**src/design/usc_pkg.sv**
```systemverilog
// Purpose: Shared constants and carriers for the USB engine control block
// Assumes: Avalon-MM register bus, 32-bit data, byte addresses
// Notes: Control register holds the documented bit layout in its low byte
package usc_pkg;

	// ==========================================================
	// Register map
	localparam logic [3:0] USC_OFF_CONTROL = 4'h0;
	localparam logic [3:0] USC_OFF_CONFIG = 4'h4;
	localparam logic [3:0] USC_OFF_IRQ_STATUS = 4'h8;
	localparam logic [3:0] USC_OFF_IRQ_MASK = 4'hC;

	// ==========================================================
	// Control register fields
	localparam int USC_BIT_PP_RESET = 6;
	localparam int USC_BIT_SE0 = 5;
	localparam int USC_BIT_PKT_DIS = 4;
	localparam int USC_BIT_ENABLE = 3;
	localparam int USC_BIT_RESUME = 2;
	localparam int USC_BIT_SUSPEND = 1;
	localparam logic [7:0] USC_CONTROL_RESET = 8'h00;

	// ==========================================================
	// Configuration register fields
	localparam int USC_BIT_FULL_SPEED = 0;
	localparam int USC_BIT_EXT_XCVR = 1;
	localparam int USC_BIT_REG_SELECT = 2;
	localparam int USC_BIT_PINGPONG = 3;
	localparam logic [3:0] USC_CONFIG_RESET = 4'h0;

	// ==========================================================
	// Interrupt status fields
	localparam int USC_IRQ_SETUP = 0;
	localparam int USC_IRQ_SE0_RISE = 1;
	localparam int USC_IRQ_SE0_FALL = 2;
	localparam int USC_IRQ_WIDTH = 3;
	localparam logic [2:0] USC_IRQ_RESET = 3'h0;

	// ==========================================================
	// Timing
	localparam int USC_CLK_MHZ = 200;
	localparam int USC_PP_CLEAR_CYCLES = 1;

	typedef struct packed {
		logic [3:0] address;
		logic read;
		logic write;
		logic [31:0] writedata;
		logic [3:0] byteenable;
	} usc_bus_req_s;

	typedef struct packed {
		logic [31:0] readdata;
		logic waitrequest;
	} usc_bus_rsp_s;

	typedef struct packed {
		logic engine_on;
		logic attached;
		logic pkt_enable;
		logic resume_drive;
		logic xcvr_idle;
		logic engine_clk_en;
		logic low_power;
		logic regulator_on;
		logic pp_force_even;
		logic pp_clear;
		logic full_speed;
		logic ext_xcvr;
	} usc_ctrl_s;

endpackage : usc_pkg

```
**src/design/usc_control.sv**
```systemverilog
// Purpose: Control and status logic of a full/low-speed USB serial engine
// Assumes: SE0 arrives from the transceiver as an asynchronous level
// Notes: Registers reached over Avalon-MM with one wait state per access
module usc_control (
	input wire logic ref_clk,
	input wire logic rst,
	input wire usc_pkg::usc_bus_req_s avs_req,
	output usc_pkg::usc_bus_rsp_s avs_rsp,
	input wire logic bus_se0,
	input wire logic setup_token,
	output usc_pkg::usc_ctrl_s ctrl,
	output logic irq
);
	import usc_pkg::*;

	// ==========================================================
	// State
	typedef enum logic [1:0] {
		USC_BUS_IDLE,
		USC_BUS_ANSWER
	} usc_bus_e;

	typedef struct packed {
		usc_bus_e bus;
		logic [31:0] readdata;
		logic waitrequest;
		logic pp_reset;
		logic pkt_dis;
		logic enable;
		logic resume;
		logic suspend;
		logic [3:0] config_bits;
		logic se0_prev;
		usc_ctrl_s ctrl;
	} usc_state_s;

	usc_state_s state;
	usc_state_s next_state;

	logic se0_sync;
	logic [USC_IRQ_WIDTH-1:0] irq_event;
	logic [USC_IRQ_WIDTH-1:0] irq_status;
	logic [USC_IRQ_WIDTH-1:0] irq_mask;
	logic irq_clear_we;
	logic irq_mask_we;
	logic wr_hit;
	logic [7:0] control_view;

	// ==========================================================
	// Live SE0 flag
	usc_sync u_se0_sync (
		.ref_clk(ref_clk),
		.rst(rst),
		.async_in(bus_se0),
		.sync_out(se0_sync)
	);

	// ==========================================================
	// Interrupts
	always_comb begin
		irq_event = '0;
		irq_event[USC_IRQ_SETUP] = setup_token & state.enable & ~state.suspend;
		irq_event[USC_IRQ_SE0_RISE] = se0_sync & ~state.se0_prev & state.enable;
		irq_event[USC_IRQ_SE0_FALL] = ~se0_sync & state.se0_prev & state.enable;
	end

	// Writes commit on the edge at which the master sees waitrequest low
	assign wr_hit = avs_req.write & (state.bus == USC_BUS_ANSWER) & avs_req.byteenable[0];
	assign irq_clear_we = wr_hit & (avs_req.address == USC_OFF_IRQ_STATUS);
	assign irq_mask_we = wr_hit & (avs_req.address == USC_OFF_IRQ_MASK);

	usc_irq #(
		.WIDTH(USC_IRQ_WIDTH)
	) u_irq (
		.ref_clk(ref_clk),
		.rst(rst),
		.event_pulse(irq_event),
		.clear_we(irq_clear_we),
		.clear_bits(avs_req.writedata[USC_IRQ_WIDTH-1:0]),
		.mask_we(irq_mask_we),
		.mask_bits(avs_req.writedata[USC_IRQ_WIDTH-1:0]),
		.status(irq_status),
		.mask(irq_mask),
		.irq(irq)
	);

	// ==========================================================
	// Read view of the control register
	always_comb begin
		control_view = '0;
		control_view[USC_BIT_PP_RESET] = state.pp_reset;
		control_view[USC_BIT_SE0] = se0_sync;
		control_view[USC_BIT_PKT_DIS] = state.pkt_dis;
		control_view[USC_BIT_ENABLE] = state.enable;
		control_view[USC_BIT_RESUME] = state.resume;
		control_view[USC_BIT_SUSPEND] = state.suspend;
	end

	// ==========================================================
	// Next state
	always_comb begin
		next_state = state;
		next_state.se0_prev = se0_sync;
		next_state.waitrequest = 1'b1;

		case (state.bus)
			USC_BUS_IDLE: begin
				if (avs_req.read) begin
					next_state.bus = USC_BUS_ANSWER;
					next_state.waitrequest = 1'b0;
					case (avs_req.address)
						USC_OFF_CONTROL: next_state.readdata = {24'h000000, control_view};
						USC_OFF_CONFIG: next_state.readdata = {28'h0000000, state.config_bits};
						USC_OFF_IRQ_STATUS: next_state.readdata = {29'h00000000, irq_status};
						USC_OFF_IRQ_MASK: next_state.readdata = {29'h00000000, irq_mask};
						default: next_state.readdata = 32'h00000000;
					endcase
				end else if (avs_req.write) begin
					next_state.bus = USC_BUS_ANSWER;
					next_state.waitrequest = 1'b0;
				end
			end
			USC_BUS_ANSWER: begin
				// Write lands on the answer edge, so a stalled master never commits early
				next_state.bus = USC_BUS_IDLE;
				next_state.readdata = 32'h00000000;
				if (avs_req.write) begin
					if (avs_req.byteenable[0] && avs_req.address == USC_OFF_CONTROL) begin
						// SE0 bit is never stored from a write
						next_state.pp_reset = avs_req.writedata[USC_BIT_PP_RESET];
						next_state.enable = avs_req.writedata[USC_BIT_ENABLE];
						next_state.resume = avs_req.writedata[USC_BIT_RESUME];
						next_state.suspend = avs_req.writedata[USC_BIT_SUSPEND];
						if (!avs_req.writedata[USC_BIT_PKT_DIS]) begin
							next_state.pkt_dis = 1'b0;
						end
					end
					if (avs_req.byteenable[0] && avs_req.address == USC_OFF_CONFIG) begin
						next_state.config_bits = avs_req.writedata[3:0];
					end
				end
			end
			default: begin
				next_state.bus = USC_BUS_IDLE;
			end
		endcase

		// Set wins over a software clear in the same cycle
		if (setup_token && state.enable && !state.suspend) begin
			next_state.pkt_dis = 1'b1;
		end

		// Engine outputs; held off while disabled, except xcvr_idle (held on), full_speed and ext_xcvr
		next_state.ctrl.engine_on = next_state.enable;
		next_state.ctrl.attached = next_state.enable;
		next_state.ctrl.pkt_enable = next_state.enable & ~next_state.pkt_dis;
		next_state.ctrl.resume_drive = next_state.enable & next_state.resume
			& ~next_state.suspend;
		next_state.ctrl.xcvr_idle = ~next_state.enable | next_state.suspend;
		next_state.ctrl.engine_clk_en = next_state.enable & ~next_state.suspend;
		next_state.ctrl.low_power = next_state.enable & next_state.suspend;
		next_state.ctrl.regulator_on = next_state.enable
			& next_state.config_bits[USC_BIT_REG_SELECT];
		next_state.ctrl.pp_force_even = next_state.enable & next_state.pp_reset
			& next_state.config_bits[USC_BIT_PINGPONG];
		next_state.ctrl.pp_clear = next_state.enable & ~state.enable;
		next_state.ctrl.full_speed = next_state.config_bits[USC_BIT_FULL_SPEED];
		next_state.ctrl.ext_xcvr = next_state.config_bits[USC_BIT_EXT_XCVR];
	end

	always_ff @(posedge ref_clk or posedge rst) begin
		if (rst) begin
			state <= '0;
			state.bus <= USC_BUS_IDLE;
			state.waitrequest <= 1'b1;
			state.config_bits <= USC_CONFIG_RESET;
			state.ctrl.xcvr_idle <= 1'b1;
		end else begin
			state <= next_state;
		end
	end

	assign avs_rsp.readdata = state.readdata;
	assign avs_rsp.waitrequest = state.waitrequest;
	assign ctrl = state.ctrl;
endmodule : usc_control

```
**src/design/usc_irq.sv**
```systemverilog
// Purpose: Sticky interrupt status with mask and level output
// Assumes: Write-one-to-clear on status
// Notes: A new event in the clearing cycle stays set
module usc_irq #(
	parameter int WIDTH = 3
) (
	input wire logic ref_clk,
	input wire logic rst,
	input wire logic [WIDTH-1:0] event_pulse,
	input wire logic clear_we,
	input wire logic [WIDTH-1:0] clear_bits,
	input wire logic mask_we,
	input wire logic [WIDTH-1:0] mask_bits,
	output logic [WIDTH-1:0] status,
	output logic [WIDTH-1:0] mask,
	output logic irq
);
	import usc_pkg::*;

	typedef struct packed {
		logic [WIDTH-1:0] status;
		logic [WIDTH-1:0] mask;
		logic irq;
	} usc_irq_s;

	usc_irq_s state;
	usc_irq_s next_state;

	always_comb begin
		next_state = state;
		if (clear_we) begin
			next_state.status = state.status & ~clear_bits;
		end
		next_state.status = next_state.status | event_pulse;
		if (mask_we) begin
			next_state.mask = mask_bits;
		end
		next_state.irq = |(next_state.status & next_state.mask);
	end

	always_ff @(posedge ref_clk or posedge rst) begin
		if (rst) begin
			state <= '0;
		end else begin
			state <= next_state;
		end
	end

	assign status = state.status;
	assign mask = state.mask;
	assign irq = state.irq;
endmodule : usc_irq

```
**src/design/usc_sync.sv**
```systemverilog
// Purpose: Three-stage synchroniser for a pin-level input
// Assumes: Input asynchronous to ref_clk
// Notes: A change is accepted once stages two and three agree
module usc_sync (
	input wire logic ref_clk,
	input wire logic rst,
	input wire logic async_in,
	output logic sync_out
);
	import usc_pkg::*;

	typedef struct packed {
		logic [2:0] stage;
		logic value;
	} usc_sync_s;

	usc_sync_s state;
	usc_sync_s next_state;

	always_comb begin
		next_state = state;
		next_state.stage = {state.stage[1:0], async_in};
		// Stage 0 is only read by stage 1
		if (state.stage[2] == state.stage[1]) begin
			next_state.value = state.stage[2];
		end
	end

	always_ff @(posedge ref_clk or posedge rst) begin
		if (rst) begin
			state <= '0;
		end else begin
			state <= next_state;
		end
	end

	assign sync_out = state.value;
endmodule : usc_sync

```
**config.mk**
```make
export PLATFORM = sky130hd
export DESIGN_NAME = usc_control
export DESIGN_NICKNAME = d
export VERILOG_FILES = /design/src/design/usc_pkg.sv /design/src/design/usc_control.sv /design/src/design/usc_irq.sv /design/src/design/usc_sync.sv
export SDC_FILE = /design/constraint.sdc
export NUM_CORES = 1
export LEC_CHECK = 0
export ABC_AREA = 0
export BUFFER_PORTS_ARGS = -buffer_cell sky130_fd_sc_hd__buf_2
export CAP_MARGIN = 10
export CORE_MARGIN = 1
export CORE_UTILIZATION = 29
export DETAILED_ROUTE_END_ITERATION = 8
export PLACE_DENSITY = 0.61
export SKIP_LAST_GASP = 1
export SLEW_MARGIN = 20
export SYNTH_ARGS = -nofsm -noshare
export SYNTH_HDL_FRONTEND = slang
export SYNTH_HIERARCHICAL = 1
export SYNTH_SLANG_ARGS = --single-unit
export TNS_END_PERCENT = 1
```
**constraint.sdc**
```tcl
create_clock -name ref_clk -period 2.3 [get_ports ref_clk]
set_input_delay 0.575 -clock ref_clk [delete_from_list [all_inputs] [get_ports ref_clk]]
set_output_delay 0.575 -clock ref_clk [all_outputs]
set_load 0.03 [all_outputs]
```
==> results of run 1 <==
==> cells by family after synthesis <==
| group | after synthesis |
|---|---|
| multiplexers | 20 |
| other | 1 |
| adder cells (fa/ha/maj) | 1 |
| buffers and inverters | 56 |
| flip-flops | 38 |
| AO/OA/AOI/OAI | 17 |
| AND/OR/NAND/NOR | 51 |
==> synthesized netlist by cell type, types with 3 or more instances <==
| master | n |
|---|---|
| buf_4 | 45 |
| nand2_1 | 13 |
| mux2i_1 | 5 |
| nand2b_1 | 3 |
| clkbuf_1 | 3 |
| nor2_1 | 10 |
| a22o_1 | 3 |
| nand3_1 | 7 |
| dfrtp_1 | 36 |
| a21oi_1 | 4 |
| mux2_2 | 10 |
| inv_1 | 6 |
==> critical path: stages <==
cell     delay [ps]
buf_2           100
and3_1          230
nand3_1         120
nor2_1          310
mux2_4          350
o21a_1          100
a221o_1         260
==> final cells by class <==
class / count / area, µm²
clock buffer: 7 / 86.3
clock inverter: 1 / 5.00
fill: 683 / 4360
inverter: 6 / 22.5
multi-input combinational: 114 / 749
sequential: 38 / 953
tap: 77 / 96.3
timing repair buffer: 42 / 223
==> metrics by stage <==
stage	hold slack (ps)	area [µm²]	setup WS (ps)	utilization [%]	total power, W
after floorplan	331	2090	373	-	0.00113
after global placement	331	2040	139	31.5	0.00115
after detailed placement	340	2040	134	31.5	0.00115
after CTS	166	2140	434	32.9	0.00164
after global routing	180	2140	328	32.9	0.00169
final	172	2140	427	32.9	0.00161
==> per-layer routing <==
metal  vias to the layer above  global-route usage (%)  part of all wire, %
met3                         5                    4.67                  8.6
li1                        597                       -                    -
met1                       593                    13.8                   43
met5                         -                       0                    0
met4                         0                    5.08                  1.6
met2                        45                    17.2                   46
==> path summary, 6_finish.rpt <==
| check | end | slack (ps) | from | cells past startpoint |
|---|---|---|---|---|
| hold reg to reg | u_se0_sync/next_state[3] | 360 | u_se0_sync/next_state[2] | 0 |
| max in group asynchronous | avs_rsp[0] | 1640 | rst | 3 |
| setup reg to reg | u_irq/irq | 450 | state[55] | 6 |
| setup / recovery | u_irq/irq | 430 | avs_req[36] | 7 |
| hold / removal | u_se0_sync/next_state[2] | 170 | rst | 2 |
| min in group ref_clk | u_se0_sync/next_state[3] | 360 | u_se0_sync/next_state[2] | 0 |
==> power groups by stage <==
stage / clock (W) / combinational (W) / sequential (W)
3_5_place_dp: 0 / 0.000359 / 0.000793
6_report: 0.000478 / 0.000356 / 0.000781
4_1_cts: 0.000496 / 0.000361 / 0.000781
3_3_place_gp: 0 / 0.000357 / 0.000794
2_1_floorplan: 0 / 0.000347 / 0.000787
5_1_grt: 0.000517 / 0.000386 / 0.000790
==> registers in the layout, indices dropped and copies added, names as in the netlist <==
name,count
ctrl,9
avs_rsp,8
state,6
control_view,4
u_irq/mask,3
u_irq/status,3
u_se0_sync/next_state,2
u_irq/irq,1
u_se0_sync/state,1
u_se0_sync/sync_out,1
==> results.tsv, run 1 <==
stage	metric	value	unit
route	Avg Vias per Cell	4.35	
synthesis	register area share after synthesis	47.7	%
clock_tree	Reg clk slew, reported paths	70	ps
setup_path	Crit path arrival time	2050	ps
worst_hold_path	Worst Hold Class	in -> async	
pwr	combinational power share	22.1	%
die	die height	85.1	µm
synthesis	main combinational cell family by area after synthesis	buffers and inverters	
pwr	Int Pwr	0.00110	W
timing	number of max-slew violations in the final report	0	
die	cell row count	29	
setup_path	crit path kind	in -> reg	
setup_path	crit path capture type	flip-flop	
route	Starting DRT DRC Count	62	
die	die width	85.1	µm
die	die area	0.00724	mm²
clock_tree	postcts setup bufs	0	
timing	crit share post-route	81.4	%
cells_and_area	commonest non-fill, non-tap cells in the layout	37 x buf_2, 36 x dfrtp_1, 25 x conb_1	
place	Final GP Congestion	0.776	
setup_path	critical path startpoint category	input port	
timing	Peak Freq	534	MHz
route	DRC errors left	0	
synthesis	Post-Synth Simple-Gate Area	13.9	%
pwr	maximum VDD drop	0.000229	V
synthesis	Top FF cell, synth	dfrtp_1	
synthesis	share of the synthesized area in the top cell type	45.0	%
die	CORE AREA	0.00649	mm²
clock_tree	CTS resizes	0	
timing	RSZ-0062 raised after global routing	no	
clock_tree	CTS tree	built	
die	initial core utilization	30.8	%
timing	Final Hold Vio Count	0	
route	antenna-violating nets left	0	
clock_tree	CTS Buf Count	5	
timing	Slew @ Worst Pin	546	ps
clock_tree	hold_buf cts	0	
pwr	pwr dens	756	mW/mm²
clock_tree	Sink Count	38	
clock_tree	clock latency on the worst-skew pair	290	ps
pwr	NetSw	0.000520	W
pwr	leakage power	1.04	nW
flow_run	max cap viols	0	
cells_and_area	Post-Layout Cell Count	285	
status	status	completed	
cells_and_area	layout net count	253	
synthesis	Mean Syn Cell Area	10.9	µm²
cells_and_area	Diodes inserted	0	
route	vias	1240	
die	I/O Pins	92	
place	Placed Cells incl. Taps	277	
clock_tree	CTS H-Tree Depth	2	
route	DR WL/cell	13.1	µm
synthesis	Mapped Cells	184	
grt	vias in the first global route	1186	
grt	first-pass GRT wire length	6030	µm
synthesis	post-synthesis adder-cell area fraction	0.563	%
timing	Final setup viols	0	
pwr	Sw Share	32.2	%
setup_path	Worst Path Max Fanout	4	
place	port bufs	37	
synthesis	#FFs+latches synth	38	
synthesis	XOR/XNOR share of the synthesized area	0	%
grt	initial antenna violation count	0	
cells_and_area	commonest non-fill, non-tap cell in the layout	buf_2	
grt	global route overflow	0	
synthesis	most area-consuming cells after synthesis	dfrtp_1 45%, buf_4 17%, mux2_2 5.6%, dfstp_2 2.6%, mux2i_1 2.5%	
clock_tree	Max clock buf depth	2	
timing	final clock skew	7.93	ps
synthesis	Syn. warnings	6	
pwr	Clock power frac	29.6	%
cells_and_area	layout cell share with drive strength beyond 1	33.2	%
synthesis	mux contribution to synthesized area	12.4	%
synthesis	synth unique cells	41	
synthesis	Synth Area in Compound Gates	5.88	%
grt	Tot GR Track Use	11.2	%
clock_tree	clk root buf	clkbuf_8	
grt	largest net degree at the start of global routing	28	
timing	crit path time final	1870	ps
synthesis	asr flop ratio synth	100	%
place	DP HPWL	2810	µm
route	final wirelength	3740	µm
synthesis	Yosys top cell by area	dfrtp_1	
setup_path	Critical Path RT	2470	ps
route	Pre-Repair DR Iteration Count	4	
timing	final setup TNS	0	ps
timing	slew margin rel.	63.1	%
synthesis	mapped cell area	0.00200	mm²
pwr	sequential share of power	48.3	%
synthesis	Post-synth EDFFs	0	
cells_and_area	Area growth, synth to finish	6.75	%
(Power assumes the default switching activity.)
==> run 2: changes to the inputs <==
==> constraint.sdc (replaced) <==
create_clock -name ref_clk -period 1.8 [get_ports ref_clk]
set_input_delay 0.45 -clock ref_clk [delete_from_list [all_inputs] [get_ports ref_clk]]
set_output_delay 0.45 -clock ref_clk [all_outputs]
set_load 0.03 [all_outputs]
==> run 2 against run 1 <==
Compared with the run above: setup slack got worse by 320 ps; first-iteration DRC count increased by 45%; routed wire length increased by 0.99%; critical path depth decreased by 1; utilization increased by 1.2 points; largest power group unchanged; highest routed layer unchanged.
==> results.tsv, run 2 (synthesis gave the netlist of run 1 again) <==
stage	metric	value	unit
route	DRC errors left	0	
grt	global route overflow	0	
die	CORE AREA	0.00649	mm²
timing	number of max-slew violations in the final report	0	
pwr	NetSw	0.000655	W
pwr	Clock power frac	28.8	%
grt	first-pass GRT wire length	6180	µm
clock_tree	postcts setup bufs	0	
route	DR WL/cell	12.8	µm
pwr	leakage power	1.09	nW
timing	crit path time final	1700	ps
clock_tree	clk root buf	clkbuf_8	
route	final wirelength	3770	µm
route	vias	1277	
cells_and_area	commonest non-fill, non-tap cell in the layout	buf_2	
cells_and_area	layout cell share with drive strength beyond 1	36.4	%
die	I/O Pins	92	
timing	final setup TNS	0	ps
clock_tree	clock latency on the worst-skew pair	290	ps
route	Starting DRT DRC Count	90	
die	die area	0.00724	mm²
place	port bufs	37	
timing	RSZ-0062 raised after global routing	no	
cells_and_area	register with the most flip-flops	ctrl	
clock_tree	CTS tree	built	
pwr	Sw Share	31.7	%
cells_and_area	commonest non-fill, non-tap cells in the layout	37 x buf_2, 36 x dfrtp_1, 25 x conb_1	
cells_and_area	layout filler cell count	657	
die	initial core utilization	30.8	%
worst_hold_path	Worst Hold Class	in -> async	
grt	Tot GR Track Use	11.3	%
route	met3 routed WL	208	µm
cells_and_area	layout net count	262	
setup_path	R2R Setup Slk	100	ps
pwr	combinational power share	22.8	%
timing	crit share post-route	94.2	%
clock_tree	Sink Count	38	
clock_tree	CTS H-Tree Depth	2	
pwr	Int Pwr	0.00141	W
grt	vias in the first global route	1213	
flow_run	max cap viols	0	
pwr	sequential share of power	48.4	%
clock_tree	CTS Buf Count	5	
cells_and_area	Reg area	953	µm²
route	WL met2	1750	µm
cells_and_area	area of the multi-input gates	757	µm²
setup_path	Critical Path RT	1970	ps
die	die width	85.1	µm
grt	initial antenna violation count	0	
setup_path	Crit path arrival time	1870	ps
route	Avg Vias per Cell	4.34	
place	Final GP Congestion	0.776	
timing	final clock skew	8.09	ps
cells_and_area	max reg flops	9	
grt	largest net degree at the start of global routing	28	
clock_tree	Max clock buf depth	2	
die	cell row count	29	
cells_and_area	Area growth, synth to finish	10.5	%
cells_and_area	Diodes inserted	0	
clock_tree	Reg clk slew, reported paths	70	ps
setup_path	crit path capture type	flip-flop	
timing	Final Hold Vio Count	0	
route	antenna-violating nets left	0	
pwr	maximum VDD drop	0.000277	V
pwr	pwr dens	934	mW/mm²
place	DP HPWL	2930	µm
route	WL met1	1760	µm
die	die height	85.1	µm
setup_path	Worst Path Max Fanout	3	
setup_path	crit path kind	reg -> reg	
pwr	Tot Pwr	0.00206	W
route	Pre-Repair DR Iteration Count	4	
status	status	completed	
route	top layer in use	met4	
timing	Peak Freq	590	MHz
setup_path	critical path startpoint category	flip-flop	
clock_tree	hold_buf cts	0	
timing	Final setup viols	0	
run 2: changes by cell type in the layout (fill, tap and decap cells not counted):
cell | before | now
nor2_1 | 10 | 9
nor2_4 | 0 | 1
buf_4 | 5 | 14
run 2: power by group through the flow:
| stage | clock network [W] | registers (W) | logic (W) |
|---|---|---|---|
| floorplan | 0 | 0.00101 | 0.000445 |
| global placement | 0 | 0.00101 | 0.000468 |
| detailed placement | 0 | 0.00102 | 0.000472 |
| CTS | 0.000621 | 0.00100 | 0.000474 |
| global route | 0.000661 | 0.00101 | 0.000510 |
| finish | 0.000595 | 0.000998 | 0.000470 |
run 2: path summary, 6_finish.rpt:
kind / from / end / cells past startpoint
min in group ref_clk: bus_se0 / u_se0_sync/next_state[2] / 1
worst max-delay path: state[55] / u_irq/irq / 6
worst max register to register: state[55] / u_irq/irq / 6
worst min register to register: u_se0_sync/next_state[2] / u_se0_sync/next_state[3] / 0
worst min-delay path: rst / u_se0_sync/sync_out / 2
max in group asynchronous: rst / avs_rsp[0] / 3
run 2: metal layers:
layer	track usage, %	vias to the layer above
met5	0	-
met4	4.16	0
met3	3.70	7
met2	17.4	44
met1	14.8	607
li1	-	619
run 2: metrics by stage:
step           hold slack [ps]  utilization [%]  instance area, µm²  worst slack (ps)  std cells
3_5_place_dp               340             32.6                2110              -136        286
4_1_cts                   43.8             34.0                2210              48.6        294
2_1_floorplan              216                -                2090             -2.16        208
6_report                  52.5             34.0                2210               104        294
3_3_place_gp               332             32.6                2110              -115        286
5_1_grt                   69.9             34.0                2210              21.4        294
run 2: what timing repair did:
| action | in CTS | in global routing |
|---|---|---|
| setup endpoints to repair | 0 | 1 |
| gates resized for setup | 0 | 1 |
| endpoints found under the hold margin | 0 | 0 |
run 2: layout make-up:
| class | instances | share of cell area [%] |
|---|---|---|
| Clock buffer | 7 | 3.90 |
| Clock inverter | 1 | 0.226 |
| Inverter | 6 | 1.02 |
| Multi-Input combinational cell | 114 | 34.2 |
| Sequential cell | 38 | 43.1 |
| Tap cell | 77 | 4.36 |
| Timing Repair Buffer | 51 | 13.1 |
run 2: critical path, stage by stage, from the launching register on:
cell	delay, ps
dfrtp_1	350
and3_1	200
nand3_1	160
nor2_4	180
mux2_4	330
o21a_1	100
a221o_1	260
